--- config.mk ---
export PLATFORM = sky130hd
export DESIGN_NAME = osc_sample_conditioning
export DESIGN_NICKNAME = d
export VERILOG_FILES = /design/src/osc_pkg.sv /design/src/osc_outlier_filter.sv /design/src/osc_sample_conditioning.sv
export SDC_FILE = /design/constraint.sdc
export NUM_CORES = 1
export LEC_CHECK = 0
export ABC_AREA = 1
export BUFFER_PORTS_ARGS = -buffer_cell sky130_fd_sc_hd__clkbuf_2
export CORE_MARGIN = 1
export CORE_UTILIZATION = 50
export CTS_CLUSTER_DIAMETER = 200
export DETAILED_ROUTE_END_ITERATION = 10
export PLACE_DENSITY = 0.75
export SETUP_SLACK_MARGIN = 0.05
export SYNTH_ARGS = -nofsm -noshare
export SYNTH_HDL_FRONTEND = slang
export SYNTH_HIERARCHICAL = 1
export SYNTH_SLANG_ARGS = --single-unit
--- constraint.sdc ---
create_clock -name ref_clk -period 21.6 [get_ports ref_clk]
set_input_delay 1.08 -clock ref_clk [delete_from_list [all_inputs] [get_ports ref_clk]]
set_output_delay 1.08 -clock ref_clk [all_outputs]
set_load 0.05 [all_outputs]
--- src/osc_pkg.sv ---
// Package of register offsets, field positions and constants for the block.
`default_nettype none
package osc_pkg;
    localparam logic [7:0] AddrIntFlags2   = 8'h01;
    localparam logic [7:0] AddrIntEn2      = 8'h02;
    localparam logic [7:0] AddrSyncTag     = 8'h10;
    localparam logic [7:0] AddrConvSetup1  = 8'h11;
    localparam logic [7:0] AddrConvSetup2  = 8'h12;
    localparam logic [7:0] AddrPresThresh  = 8'h14;
    localparam logic [7:0] AddrFilterCfg   = 8'h16;
    localparam logic [7:0] AddrPresLed     = 8'h29;
    localparam logic [7:0] AddrCalCtrl     = 8'h50;
    localparam logic [7:0] AddrSlotSel12   = 8'h20;
    localparam logic [7:0] AddrNormLed     = 8'h23;
    // Field positions.
    localparam int PresIntBit    = 4;
    localparam int TagEnBit      = 4;
    localparam int FiltEnBit     = 7;
    localparam int FiltOrderBit  = 6;
    localparam int CalStartBit   = 0;
    localparam int CalDoneBit    = 1;
    localparam int CalOorBit     = 2;
    localparam int RateLsb       = 3;
    // Conversion widths.
    localparam int AdcBits       = 16;
    localparam int DacBits       = 5;
    localparam int SampleBits    = 19;
    localparam int ThreshShift   = 11;
    localparam logic [3:0] TagNormal    = 4'h1;
    localparam logic [4:0] TagDacChange = 5'h1d;
    localparam logic [4:0] RateProximity = 5'h1f;
    // Calibration length in cycles at the core clock.
    localparam int CalCycles     = 1000;
    localparam logic [7:0] ResetZero = 8'h00;

    typedef struct packed {
        logic [SampleBits-1:0] data;
        logic [4:0]            tag;
    } osc_sample_t;

    typedef struct packed {
        logic       wr;
        logic       rd;
        logic [7:0] addr;
        logic [7:0] wdata;
    } osc_bus_t;
endpackage : osc_pkg
`default_nettype wire

--- src/osc_outlier_filter.sv ---
// Outlier detect-and-replace filter with IIR error tracker.
`default_nettype none
module osc_outlier_filter
    import osc_pkg::*;
(
    // Clock and reset.
    input  wire logic                  ref_clk,
    input  wire logic                  sys_rst,
    // Configuration.
    input  wire logic [7:0]            cfg,
    // Sample stream.
    input  wire logic                  inValid,
    input  wire logic [SampleBits-1:0] inData,
    output logic                       outValid,
    output logic [SampleBits-1:0]      outData,
    output logic                       outlier
);
    logic [SampleBits-1:0] hist_q [4];
    logic [SampleBits+5:0] lpf_q;
    logic                  primed_q;
    logic signed [SampleBits+2:0] pred;
    logic [SampleBits-1:0] predU;
    logic [SampleBits-1:0] diff;
    logic [SampleBits+5:0] thresh;
    logic [SampleBits+5:0] lpfNext;
    logic [2:0]            tcShift;
    logic [SampleBits+5:0] initVal;

    // Prediction: previous point, or line fit over four outputs.
    always_comb begin
        pred = $signed({3'b000, hist_q[0]}) +
               (($signed({3'b000, hist_q[1]}) -
                 $signed({3'b000, hist_q[3]})) >>> 1); // [RL23]
        if (!cfg[FiltOrderBit]) begin
            predU = hist_q[0]; // [RL17]
        end else if (pred < 0) begin
            predU = '0;
        end else if (pred > $signed({3'b000, {SampleBits{1'b1}}})) begin
            predU = {SampleBits{1'b1}};
        end else begin
            predU = pred[SampleBits-1:0]; // [RL17]
        end
        diff = (inData > predU) ? inData - predU : predU - inData; // [RL16]
        thresh = lpf_q << (3'd2 + {1'b0, cfg[1:0]}); // [RL18]
        tcShift = 3'd3 + {1'b0, cfg[5:4]}; // [RL19]
        lpfNext = lpf_q - (lpf_q >> tcShift) +
                  ({6'h00, diff} >> tcShift); // [RL24]
        initVal = {6'h00, 8'h00, cfg[3:2], 9'h000}; // [RL19]
    end

    // Tracker state; the first sample primes history and loads the lowpass init value.
    always_ff @(posedge ref_clk) begin
        if (sys_rst || !cfg[FiltEnBit]) begin
            primed_q <= 1'b0;
            lpf_q    <= '0;
            for (int i = 0; i < 4; i++) begin
                hist_q[i] <= '0;
            end
        end else if (inValid) begin
            primed_q <= 1'b1;
            lpf_q <= primed_q ? lpfNext : initVal; // [RL19]
            hist_q[1] <= hist_q[0];
            hist_q[2] <= hist_q[1];
            hist_q[3] <= hist_q[2];
            hist_q[0] <= (primed_q && {6'h00, diff} > thresh) ?
                         predU : inData;
        end
    end

    // Registered output: replace the point when the error is too big.
    always_ff @(posedge ref_clk) begin
        if (sys_rst) begin
            outValid <= 1'b0;
            outData  <= '0;
            outlier  <= 1'b0;
        end else begin
            outValid <= inValid;
            if (inValid) begin
                if (cfg[FiltEnBit] && primed_q &&
                    {6'h00, diff} > thresh) begin // [RL15] [RL16]
                    outData <= predU; // [RL20]
                    outlier <= 1'b1;
                end else begin
                    outData <= inData; // [RL20]
                    outlier <= 1'b0;
                end
            end
        end
    end
endmodule : osc_outlier_filter
`default_nettype wire

--- src/osc_sample_conditioning.sv ---
// Top of the optical sample-conditioning logic and its registers.
`default_nettype none
// Summary of operation
// [RL1]: Result joins 16-bit converter and 5-bit DAC.
// [RL2]: Host zeroes setup registers before calibration.
// [RL3]: Host sets range, time, then calibration start.
// [RL4]: Host waits, then polls calibration done.
// [RL5]: Done flag and out-of-range bit reported.
// [RL6]: Host writes slot register last to start.
// [RL7]: Tag enable marks DAC-change conversions 0x1d.
// [RL8]: Presence enabled by enable, threshold, pilot.
// [RL9]: Below threshold enters presence, sets flag.
// [RL10]: Presence uses pilot current, slow rate.
// [RL11]: Above threshold flags and restores normal.
// [RL12]: Presence skips slots two to six.
// [RL13]: Threshold counts in 2048-LSB steps.
// [RL14]: Host keeps pilot well below normal.
// [RL15]: Filter enable bit, clear after reset.
// [RL16]: Error above threshold flags outlier.
// [RL17]: Order bit picks previous or fit.
// [RL18]: Threshold is lowpass times 4..32.
// [RL19]: Time constant and init value selectable.
// [RL20]: Outlier replaced by prediction, else pass.
// [RL21]: Host sets multiplier to 32x.
// [RL22]: Slot fields choose exposure; first for presence.
// [RL23]: Fit is previous plus half step difference.
// [RL24]: Lowpass is first-order exponential average.
module osc_sample_conditioning
    import osc_pkg::*;
#(
    parameter int CalLength = CalCycles
)(
    // Clock and reset.
    input  wire logic                 ref_clk,
    input  wire logic                 sys_rst,
    // Register port.
    input  wire logic [7:0]           regAddr,
    input  wire logic [7:0]           regWdata,
    input  wire logic                 regWr,
    input  wire logic                 regRd,
    output logic [7:0]                regRdata,
    // Converter results from the analog side.
    input  wire logic                 convValid,
    input  wire logic [AdcBits-1:0]   convAdc,
    input  wire logic [DacBits-1:0]   convDac,
    input  wire logic [3:0]           convSlot,
    input  wire logic                 convOnPdOne,
    input  wire logic                 extMuxUsed,
    input  wire logic                 calOutOfRangeIn,
    // Conditioned output stream.
    output logic                      sampleValid,
    output osc_sample_t               sampleOut,
    // Control back to the sequencer.
    output logic                      presenceMode,
    output logic [7:0]                slotLedCurrent,
    output logic [4:0]                activeRate,
    output logic                      lowPowerMode,
    output logic                      slotSkipMask,
    output logic                      sequenceStart,
    output logic                      calRunning
);
    logic [7:0] intEn_q;
    logic [7:0] syncTag_q;
    logic [7:0] conv1_q;
    logic [7:0] conv2_q;
    logic [7:0] thresh_q;
    logic [7:0] filtCfg_q;
    logic [7:0] pilot_q;
    logic [7:0] slotSel_q;
    logic [7:0] normLed_q;
    logic       presFlag_q;
    logic       calDone_q;
    logic       calOor_q;
    logic       calBusy_q;
    logic [$clog2(CalLength+1)-1:0] calCnt_q;
    logic       pres_q;
    logic [DacBits-1:0] lastDac_q;
    logic       dacSeen_q;
    logic [SampleBits-1:0] rawSample;
    logic       firstSlot;
    logic       presElig;
    logic       below;
    logic       fOutValid;
    logic [SampleBits-1:0] fOutData;
    logic       dacChange_q;
    logic       dacChangeD;
    logic       hitEvent;

    // Combine coarse DAC and fine converter; two overlapping bits.
    always_comb begin
        rawSample = {convDac, 14'h0000} + {3'b000, convAdc}; // [RL1]
        firstSlot = (convSlot == slotSel_q[3:0]); // [RL22]
        presElig  = intEn_q[PresIntBit] && firstSlot &&
                    convOnPdOne && !extMuxUsed; // [RL8] [RL12]
        below     = rawSample < {thresh_q, 11'h000}; // [RL13]
        dacChangeD = dacSeen_q && (convDac != lastDac_q);
        hitEvent  = convValid && presElig && (pres_q ? !below : below);
    end

    // Register writes; each register its own concern.
    always_ff @(posedge ref_clk) begin
        if (sys_rst) begin
            intEn_q   <= ResetZero;
            syncTag_q <= ResetZero;
            conv1_q   <= ResetZero;
            conv2_q   <= ResetZero;
            thresh_q  <= ResetZero;
            filtCfg_q <= ResetZero; // [RL15]
            pilot_q   <= ResetZero;
            slotSel_q <= ResetZero;
            normLed_q <= ResetZero;
        end else if (regWr) begin
            unique case (regAddr)
                AddrIntEn2:     intEn_q   <= regWdata;
                AddrSyncTag:    syncTag_q <= regWdata;
                AddrConvSetup1: conv1_q   <= regWdata;
                AddrConvSetup2: conv2_q   <= regWdata;
                AddrPresThresh: thresh_q  <= regWdata;
                AddrFilterCfg:  filtCfg_q <= regWdata;
                AddrPresLed:    pilot_q   <= regWdata;
                AddrSlotSel12:  slotSel_q <= regWdata;
                AddrNormLed:    normLed_q <= regWdata;
                default: ;
            endcase
        end
    end

    // Writing the slot register last starts measurement.
    always_ff @(posedge ref_clk) begin
        if (sys_rst) begin
            sequenceStart <= 1'b0;
        end else begin
            sequenceStart <= regWr && regAddr == AddrSlotSel12;
        end
    end

    // Self-calibration timer; done and out-of-range flags.
    always_ff @(posedge ref_clk) begin
        if (sys_rst) begin
            calBusy_q <= 1'b0;
            calDone_q <= 1'b0;
            calOor_q  <= 1'b0;
            calCnt_q  <= '0;
        end else if (regWr && regAddr == AddrCalCtrl &&
                     regWdata[CalStartBit] && !calBusy_q) begin
            calBusy_q <= 1'b1;
            calDone_q <= 1'b0;
            calOor_q  <= 1'b0;
            calCnt_q  <= '0;
        end else if (calBusy_q) begin
            if (calCnt_q == ($clog2(CalLength+1))'(CalLength - 1)) begin
                calBusy_q <= 1'b0;
                calDone_q <= 1'b1; // [RL5]
                calOor_q  <= calOutOfRangeIn; // [RL5]
            end else begin
                calCnt_q <= calCnt_q + 1'b1;
            end
        end
    end

    // Presence state; a hit sets the sticky flag, read clears it.
    // The set wins over a clearing read in the same cycle.
    always_ff @(posedge ref_clk) begin
        if (sys_rst) begin
            pres_q     <= 1'b0;
            presFlag_q <= 1'b0;
        end else begin
            if (!intEn_q[PresIntBit]) begin
                pres_q <= 1'b0;
            end else if (hitEvent) begin
                pres_q <= !pres_q; // [RL9] [RL11]
            end
            if (hitEvent) begin
                presFlag_q <= 1'b1; // [RL9] [RL11]
            end else if (regRd && regAddr == AddrIntFlags2) begin
                presFlag_q <= 1'b0;
            end
        end
    end

    // Sub-DAC change tracking for the tag.
    always_ff @(posedge ref_clk) begin
        if (sys_rst) begin
            lastDac_q   <= '0;
            dacSeen_q   <= 1'b0;
            dacChange_q <= 1'b0;
        end else if (convValid) begin
            lastDac_q   <= convDac;
            dacSeen_q   <= 1'b1;
            dacChange_q <= dacChangeD;
        end
    end

    osc_outlier_filter u_filter (
        .ref_clk  (ref_clk),
        .sys_rst  (sys_rst),
        .cfg      (filtCfg_q),
        .inValid  (convValid),
        .inData   (rawSample),
        .outValid (fOutValid),
        .outData  (fOutData),
        .outlier  ()
    );

    // Output stream with tag; change tag overrides the normal one.
    always_ff @(posedge ref_clk) begin
        if (sys_rst) begin
            sampleValid <= 1'b0;
            sampleOut   <= '0;
        end else begin
            sampleValid <= fOutValid;
            if (fOutValid) begin
                sampleOut.data <= fOutData;
                sampleOut.tag  <= (syncTag_q[TagEnBit] && dacChange_q) ?
                                  TagDacChange : {1'b0, TagNormal}; // [RL7]
            end
        end
    end

    // Sequencer controls follow presence mode; calRunning follows the calibration timer.
    always_comb begin
        presenceMode   = pres_q;
        slotLedCurrent = pres_q ? pilot_q : normLed_q; // [RL10] [RL11]
        activeRate     = pres_q ? RateProximity
                                : conv2_q[RateLsb +: 5]; // [RL10] [RL11]
        lowPowerMode   = pres_q; // [RL10]
        slotSkipMask   = pres_q; // [RL12]
        calRunning     = calBusy_q;
    end

    // Read data, one cycle after the strobe; unmapped reads zero.
    always_ff @(posedge ref_clk) begin
        if (sys_rst) begin
            regRdata <= ResetZero;
        end else if (regRd) begin
            unique case (regAddr)
                AddrIntFlags2:  regRdata <= {3'b000, presFlag_q, 4'h0};
                AddrIntEn2:     regRdata <= intEn_q;
                AddrSyncTag:    regRdata <= syncTag_q;
                AddrConvSetup1: regRdata <= conv1_q;
                AddrConvSetup2: regRdata <= conv2_q;
                AddrPresThresh: regRdata <= thresh_q;
                AddrFilterCfg:  regRdata <= filtCfg_q;
                AddrPresLed:    regRdata <= pilot_q;
                AddrSlotSel12:  regRdata <= slotSel_q;
                AddrNormLed:    regRdata <= normLed_q;
                AddrCalCtrl:    regRdata <= {5'h00, calOor_q, calDone_q,
                                             calBusy_q};
                default:        regRdata <= ResetZero;
            endcase
        end else begin
            regRdata <= ResetZero;
        end
    end
endmodule : osc_sample_conditioning
`default_nettype wire

==> flow_metrics.py, run 1 <==
metrics = {
    "setup_path": {
        "reg2reg_from": "u_filter/hist_q[1][3]",
        "crit_type": "flip-flop to flip-flop",
        "crit_path_max_incr_delay_ns": 0.61,
        "crit_path_end_kind": "flip-flop",
        "critPathMostFrequentCell": "nand2_1",
        "cp.required_ns": 22.01,
        "cp_slowest_cell": "a2111oi_0",
        "critical_path.max_fanout": 19,
        "cp-endpoint": "u_filter/lpf_q[24]",
        "cp_num_buf_inv": 8,
        "cp.depth": 67,
        "cp.arrival_ns": 12.25,
        "reg2reg_to": "u_filter/lpf_q[24]",
        "startpoint": "u_filter/hist_q[1][3]",
        "rrSetupSlack_ns": 9.76,
        "crit_family": "compound AO/OA/AOI/OAI gates",
        "rr_worst_depth": 67,
        "start_kind": "flip-flop",
    },
    "routing": {
        "drt_iter0_drc": 1269,
        "post-route-drc-count": 0,
        "wl_um": 49180,
        "ant_nets": 0,
        "num_vias": 16820,
        "vias_per_cell": 5.500,
        "routedWlPerCell_um": 16.08,
        "drt-pass1-iter-count": 6,
    },
    "sta": {
        "skew_ns": 0.01796,
        "fin_crit_sh_pct": 54.80,
        "setup_viol": 0,
        "slew_violations": 0,
        "slew_headroom_pct": 21.79,
        "worst_slew_pin_slew_ns": 1.171,
        "holdWs_ns": 0.4579,
        "finalSetupTns_ns": 0,
        "max_freq_mhz": 84.48,
        "rsz0062_at_grt": "false",
        "hold_viol_final": 0,
        "fin_crit_ns": 11.84,
        "final.setup.worst_slack_ns": 9.763,
    },
    "clocking": {
        "path_clk_slew_ns": 0.07,
        "cts-htree-levels": 1,
        "clock_path_buffers": 3,
        "clock-sinks": 247,
        "insertion_delay_ns": 0.56,
        "root_buffer": "clkbuf_16",
        "ctsHoldBuffers": 0,
        "numCtsBuffers": 27,
        "postCtsSetupRepairBufs": 0,
        "cts_tree": "yes",
        "cts_resized": 0,
    },
    "floorplan": {
        "dieArea_um2": 36780,
        "core_area_um2": 35480,
        "die_y_um": 191.8,
        "die_x_um": 191.8,
        "num_rows": 69,
        "boundaryPins": 100,
        "initial_utilization_pct": 50.76,
    },
    "finish": {
        "drive_gt1_share_pct": 10.09,
        "syn2layout_area_growth_pct": 9.177,
        "antenna_cells": 0,
        "num-nets-final": 2775,
        "fillCellCount": 3346,
    },
    "yosys": {
        "yosys_warnings": 6,
        "synth.avg_cell_area_um2": 7.102,
        "synthesis.nets": 2734,
        "postSynthCellCount": 2536,
        "netlist_area_um2": 18010,
    },
    "grt": {
        "antenna_found_initial": 0,
        "track_usage_pct": 26.54,
        "grt-ovfl-total": 0,
        "grt_max_degree": 80,
        "grt_pass1_vias": 16050,
        "grt_pass1_wl_um": 79210,
    },
    "place": {
        "post-place-ws_ns": 9.878,
        "gp_congestion": 1.005,
        "dp_hpwl_um": 37520,
        "io_buffers": 98,
    },
    "worst_hold_path": {
        "hp-class": "flip-flop to flip-flop",
    },
    "power_and_ir_drop": {
        "leakagePower_nw": 8.865,
        "p_per_area_nw_per_um2": 63.72,
        "ir_drop_mv": 0.07436,
    },
    "flow_run": {
        "max_cap_viol_count": 0,
    },
    "outcome": {
        "outcome": "finished clean",
    },
}
==> tightest hold or removal path: cells and delay by family, from the launching register on <==
kind            cells  cell delay (ns)
buf+inv             1             0.06
flops               1             0.30
compound gates      1             0.06
==> how the worst min path moves through the flow <==
stage / slack, ns / start / to / cells after the start
after CTS: 0.46 / conv1_q[6] / conv1_q[6] / 2
final: 0.46 / conv1_q[4] / conv1_q[4] / 2
after global routing: 0.48 / conv1_q[4] / conv1_q[4] / 2
after floorplan: 0.42 / conv1_q[6] / conv1_q[6] / 2
after global placement: 0.44 / conv1_q[6] / conv1_q[6] / 2
after detailed placement: 0.45 / conv1_q[6] / conv1_q[6] / 2
==> cells in the final DEF (no fill, tap or decap), types with 9 or more instances in the layout <==
master / n
inv_2: 18
o211ai_1: 9
inv_1: 372
a21oi_1: 199
o22ai_1: 42
nand2_4: 17
xnor2_1: 26
a31oi_1: 11
xor2_1: 47
a21oi_2: 10
nand3_2: 20
o21ai_0: 242
clkbuf_16: 28
clkbuf_2: 98
o21ai_1: 14
nand2_1: 475
nor3_1: 13
nand2_2: 15
dfxtp_1: 171
o21bai_1: 13
ha_1: 129
buf_4: 12
edfxtp_1: 76
mux2i_1: 13
nand3_1: 91
nand4_1: 35
nor2_1: 285
fa_1: 20
==> report_power, final <==
group	switching, mW	total [mW]	internal [mW]
sequential	0.00357	0.485	0.481
combinational	0.178	0.271	0.0938
clock	0.193	0.497	0.304
==> registers in the layout, summed over array words and instances, names as in the netlist, 10 cells and up <==
signal,count
u_filter/lpf_q,25
sampleOut,21
calCnt_q,10
u_filter/outData,19
u_filter/hist_q,76
==> routing by layer <==
metal	wire length [µm]	part of all wire [%]	GRT usage [%]
met4	1903	3.9	10.59
met5	0	0	0
met1	21040	43	33.40
met3	2673	5.4	3.216
met2	23570	48	45.85
==> metrics by stage <==
step           total power, mW  cell area (µm²)  std cells  util [%]
5_1_grt                  1.316            19660       3058     55.41
3_5_place_dp            0.7617            18710       3009     52.73
2_1_floorplan           0.6983            18010       2536         -
4_1_cts                  1.259            19660       3058     55.41
6_report                 1.253            19660       3058     55.41
3_3_place_gp            0.7533            18710       3009     52.73
==> cell type report <==
type / count / area, µm² / area share, %
Multi-Input combinational cell: 1795 / 10350 / 52.65
Sequential cell: 247 / 5705 / 29.02
Inverter: 396 / 1495 / 7.604
Clock buffer: 40 / 805.8 / 4.098
Timing Repair Buffer: 110 / 580.6 / 2.953
Tap cell: 461 / 576.8 / 2.934
Clock inverter: 9 / 146.4 / 0.7445
Power figures use the tool's default switching activity.
==> run 2, diff against run 1 <==
- clock period: 21.6 -> 12.4 ns (I/O delays scaled with it)
==> run 2 against run 1 <==
Effect of this change: non-clock buffer count is 4 higher; combinational power is 76% higher; critical path depth is 1 lower; hold slack worse by 0.19 ns; setup slack worse by 8.6 ns; sequential cell count stayed put; clock power is 73% higher; final cell count is 0.26% higher; first-iteration DRC count is 1.3% higher; largest cell class unchanged.
==> flow_metrics.py, run 2 (synthesis results as in run 1) <==
metrics = {
    "outcome": {
        "outcome": "finished clean",
    },
    "sta": {
        "worst_slew_pin_slew_ns": 0.8327,
        "slew_violations": 0,
        "holdWs_ns": 0.2712,
        "skew_ns": 0.01460,
        "rsz0062_at_grt": "false",
        "fin_crit_ns": 11.23,
        "hold_viol_final": 0,
        "slew_headroom_pct": 44.43,
        "fin_crit_sh_pct": 90.56,
        "max_freq_mhz": 89.05,
        "setup_viol": 0,
        "finalSetupTns_ns": 0,
    },
    "clocking": {
        "cts-htree-levels": 1,
        "root_buffer": "clkbuf_16",
        "insertion_delay_ns": 0.59,
        "clock_path_buffers": 3,
        "path_clk_slew_ns": 0.06,
        "clock-sinks": 247,
        "ctsHoldBuffers": 0,
        "numCtsBuffers": 29,
        "cts_tree": "yes",
    },
    "place": {
        "dp_hpwl_um": 37570,
        "gp_congestion": 0.9868,
        "io_buffers": 98,
    },
    "power_and_ir_drop": {
        "ir_drop_mv": 0.1203,
        "p_per_area_nw_per_um2": 110.3,
        "power.internal_mw": 1.510,
        "power_switching_mw": 0.6705,
        "pwr-share-comb_pct": 21.8,
        "clkPwrFrac_pct": 39.5,
        "leakagePower_nw": 8.911,
        "pwr-share-seq_pct": 38.7,
        "switching_share_pct": 30.75,
    },
    "setup_path": {
        "cp.required_ns": 12.84,
        "start_kind": "flip-flop",
        "cp.arrival_ns": 11.67,
        "critPathMostFrequentCell": "nand2_1",
        "crit_path_max_incr_delay_ns": 0.50,
        "crit_path_end_kind": "flip-flop",
        "crit_type": "flip-flop to flip-flop",
        "cp_slowest_cell": "fa_1",
        "critical_path.max_fanout": 19,
    },
    "routing": {
        "drt-pass1-iter-count": 6,
        "vias_per_cell": 5.472,
        "wl_um": 49590,
        "routedWlPerCell_um": 16.17,
        "drt_iter0_drc": 1285,
        "num_vias": 16780,
        "ant_nets": 0,
        "post-route-drc-count": 0,
    },
    "floorplan": {
        "die_x_um": 191.8,
        "boundaryPins": 100,
        "initial_utilization_pct": 50.76,
        "die_y_um": 191.8,
        "num_rows": 69,
        "core_area_um2": 35480,
        "dieArea_um2": 36780,
    },
    "finish": {
        "fillCellCount": 3364,
        "antenna_cells": 0,
        "mostFrequentLayoutCells": "nand2_1, inv_1, nor2_1",
        "drive_gt1_share_pct": 10.90,
        "num-nets-final": 2781,
        "largest_register_ffs": 76,
        "top_regs": "u_filter/hist_q: 76 flops, u_filter/lpf_q: 25 flops, sampleOut: 21 flops",
        "mostFrequentLayoutCell": "nand2_1",
        "largest_register": "u_filter/hist_q",
        "syn2layout_area_growth_pct": 9.789,
    },
    "grt": {
        "antenna_found_initial": 0,
        "grt-ovfl-total": 0,
        "grt_pass1_vias": 15880,
        "grt_pass1_wl_um": 79540,
        "track_usage_pct": 26.76,
        "grt_max_degree": 80,
    },
    "flow_run": {
        "max_cap_viol_count": 0,
    },
    "worst_hold_path": {
        "hp-class": "primary input to flip-flop",
    },
}
[run 2: path summary, 6_finish.rpt]
check	from	end	slack, ns	cells past startpoint
setup / recovery	u_filter/hist_q[1][3]	u_filter/lpf_q[24]	1.17	66
hold / removal	calOutOfRangeIn	calOor_q	0.27	3
setup reg to reg	u_filter/hist_q[1][3]	u_filter/lpf_q[24]	1.17	66
hold reg to reg	syncTag_q[0]	syncTag_q[0]	0.46	2
[run 2: per-layer routing]
metal  track usage (%)  wire length, µm  share of wire [%]  vias to the layer above
li1                  -                -                  -                     8373
met1             33.89            21360                 43                     7789
met2             46.74            24080                 49                      507
met3             2.668             2547                5.1                      108
met4             9.951             1594                3.2                        0
met5                 0                0                  0                        -
[run 2: worst max-delay path: cells and delay by family (launching register included)]
family / cells / cell delay [ns]
flip-flops: 1 / 0.40
buffers and inverters: 8 / 0.72
XOR/XNOR: 3 / 0.64
AO/OA/AOI/OAI: 25 / 4.54
adder cells (fa/ha/maj): 5 / 2.08
AND/OR/NAND/NOR: 25 / 2.71
[run 2: final cells by class]
type / count / area (µm²) / area share, %
Sequential cell: 247 / 5705 / 28.86
Inverter: 396 / 1495 / 7.562
Tap cell: 461 / 576.8 / 2.917
Multi-Input combinational cell: 1795 / 10420 / 52.67
Timing Repair Buffer: 114 / 610.6 / 3.088
Clock buffer: 46 / 914.6 / 4.626
Clock inverter: 7 / 55.05 / 0.2784
[run 2: stage by stage]
| stage | area [µm²] | util, % | total power [mW] | instances | worst slack (ns) |
|---|---|---|---|---|---|
| 2_1_floorplan | 18010 | - | 1.216 | 2536 | 2.411 |
| 3_5_place_dp | 18730 | 52.77 | 1.327 | 3011 | 0.5386 |
| 6_report | 19770 | 55.72 | 2.180 | 3066 | 1.170 |
| 5_1_grt | 19770 | 55.72 | 2.294 | 3066 | 0.07939 |
| 3_3_place_gp | 18730 | 52.77 | 1.313 | 3011 | 0.8700 |
| 4_1_cts | 19700 | 55.51 | 2.192 | 3064 | 0.4953 |
[run 2: what timing repair did]
action                                  4_1_cts  5_1_grt
endpoints found under the setup margin        0        8
setup buffers                                 0        2
resized for setup                             0       16
[run 2: power groups by stage]
stage               registers, mW  clock network (mW)  logic [mW]
floorplan                   0.874                   0       0.342
global placement            0.861                   0       0.452
detailed placement          0.861                   0       0.465
CTS                         0.844               0.880       0.469
global route                0.845               0.911       0.538
finish                      0.844               0.860       0.476
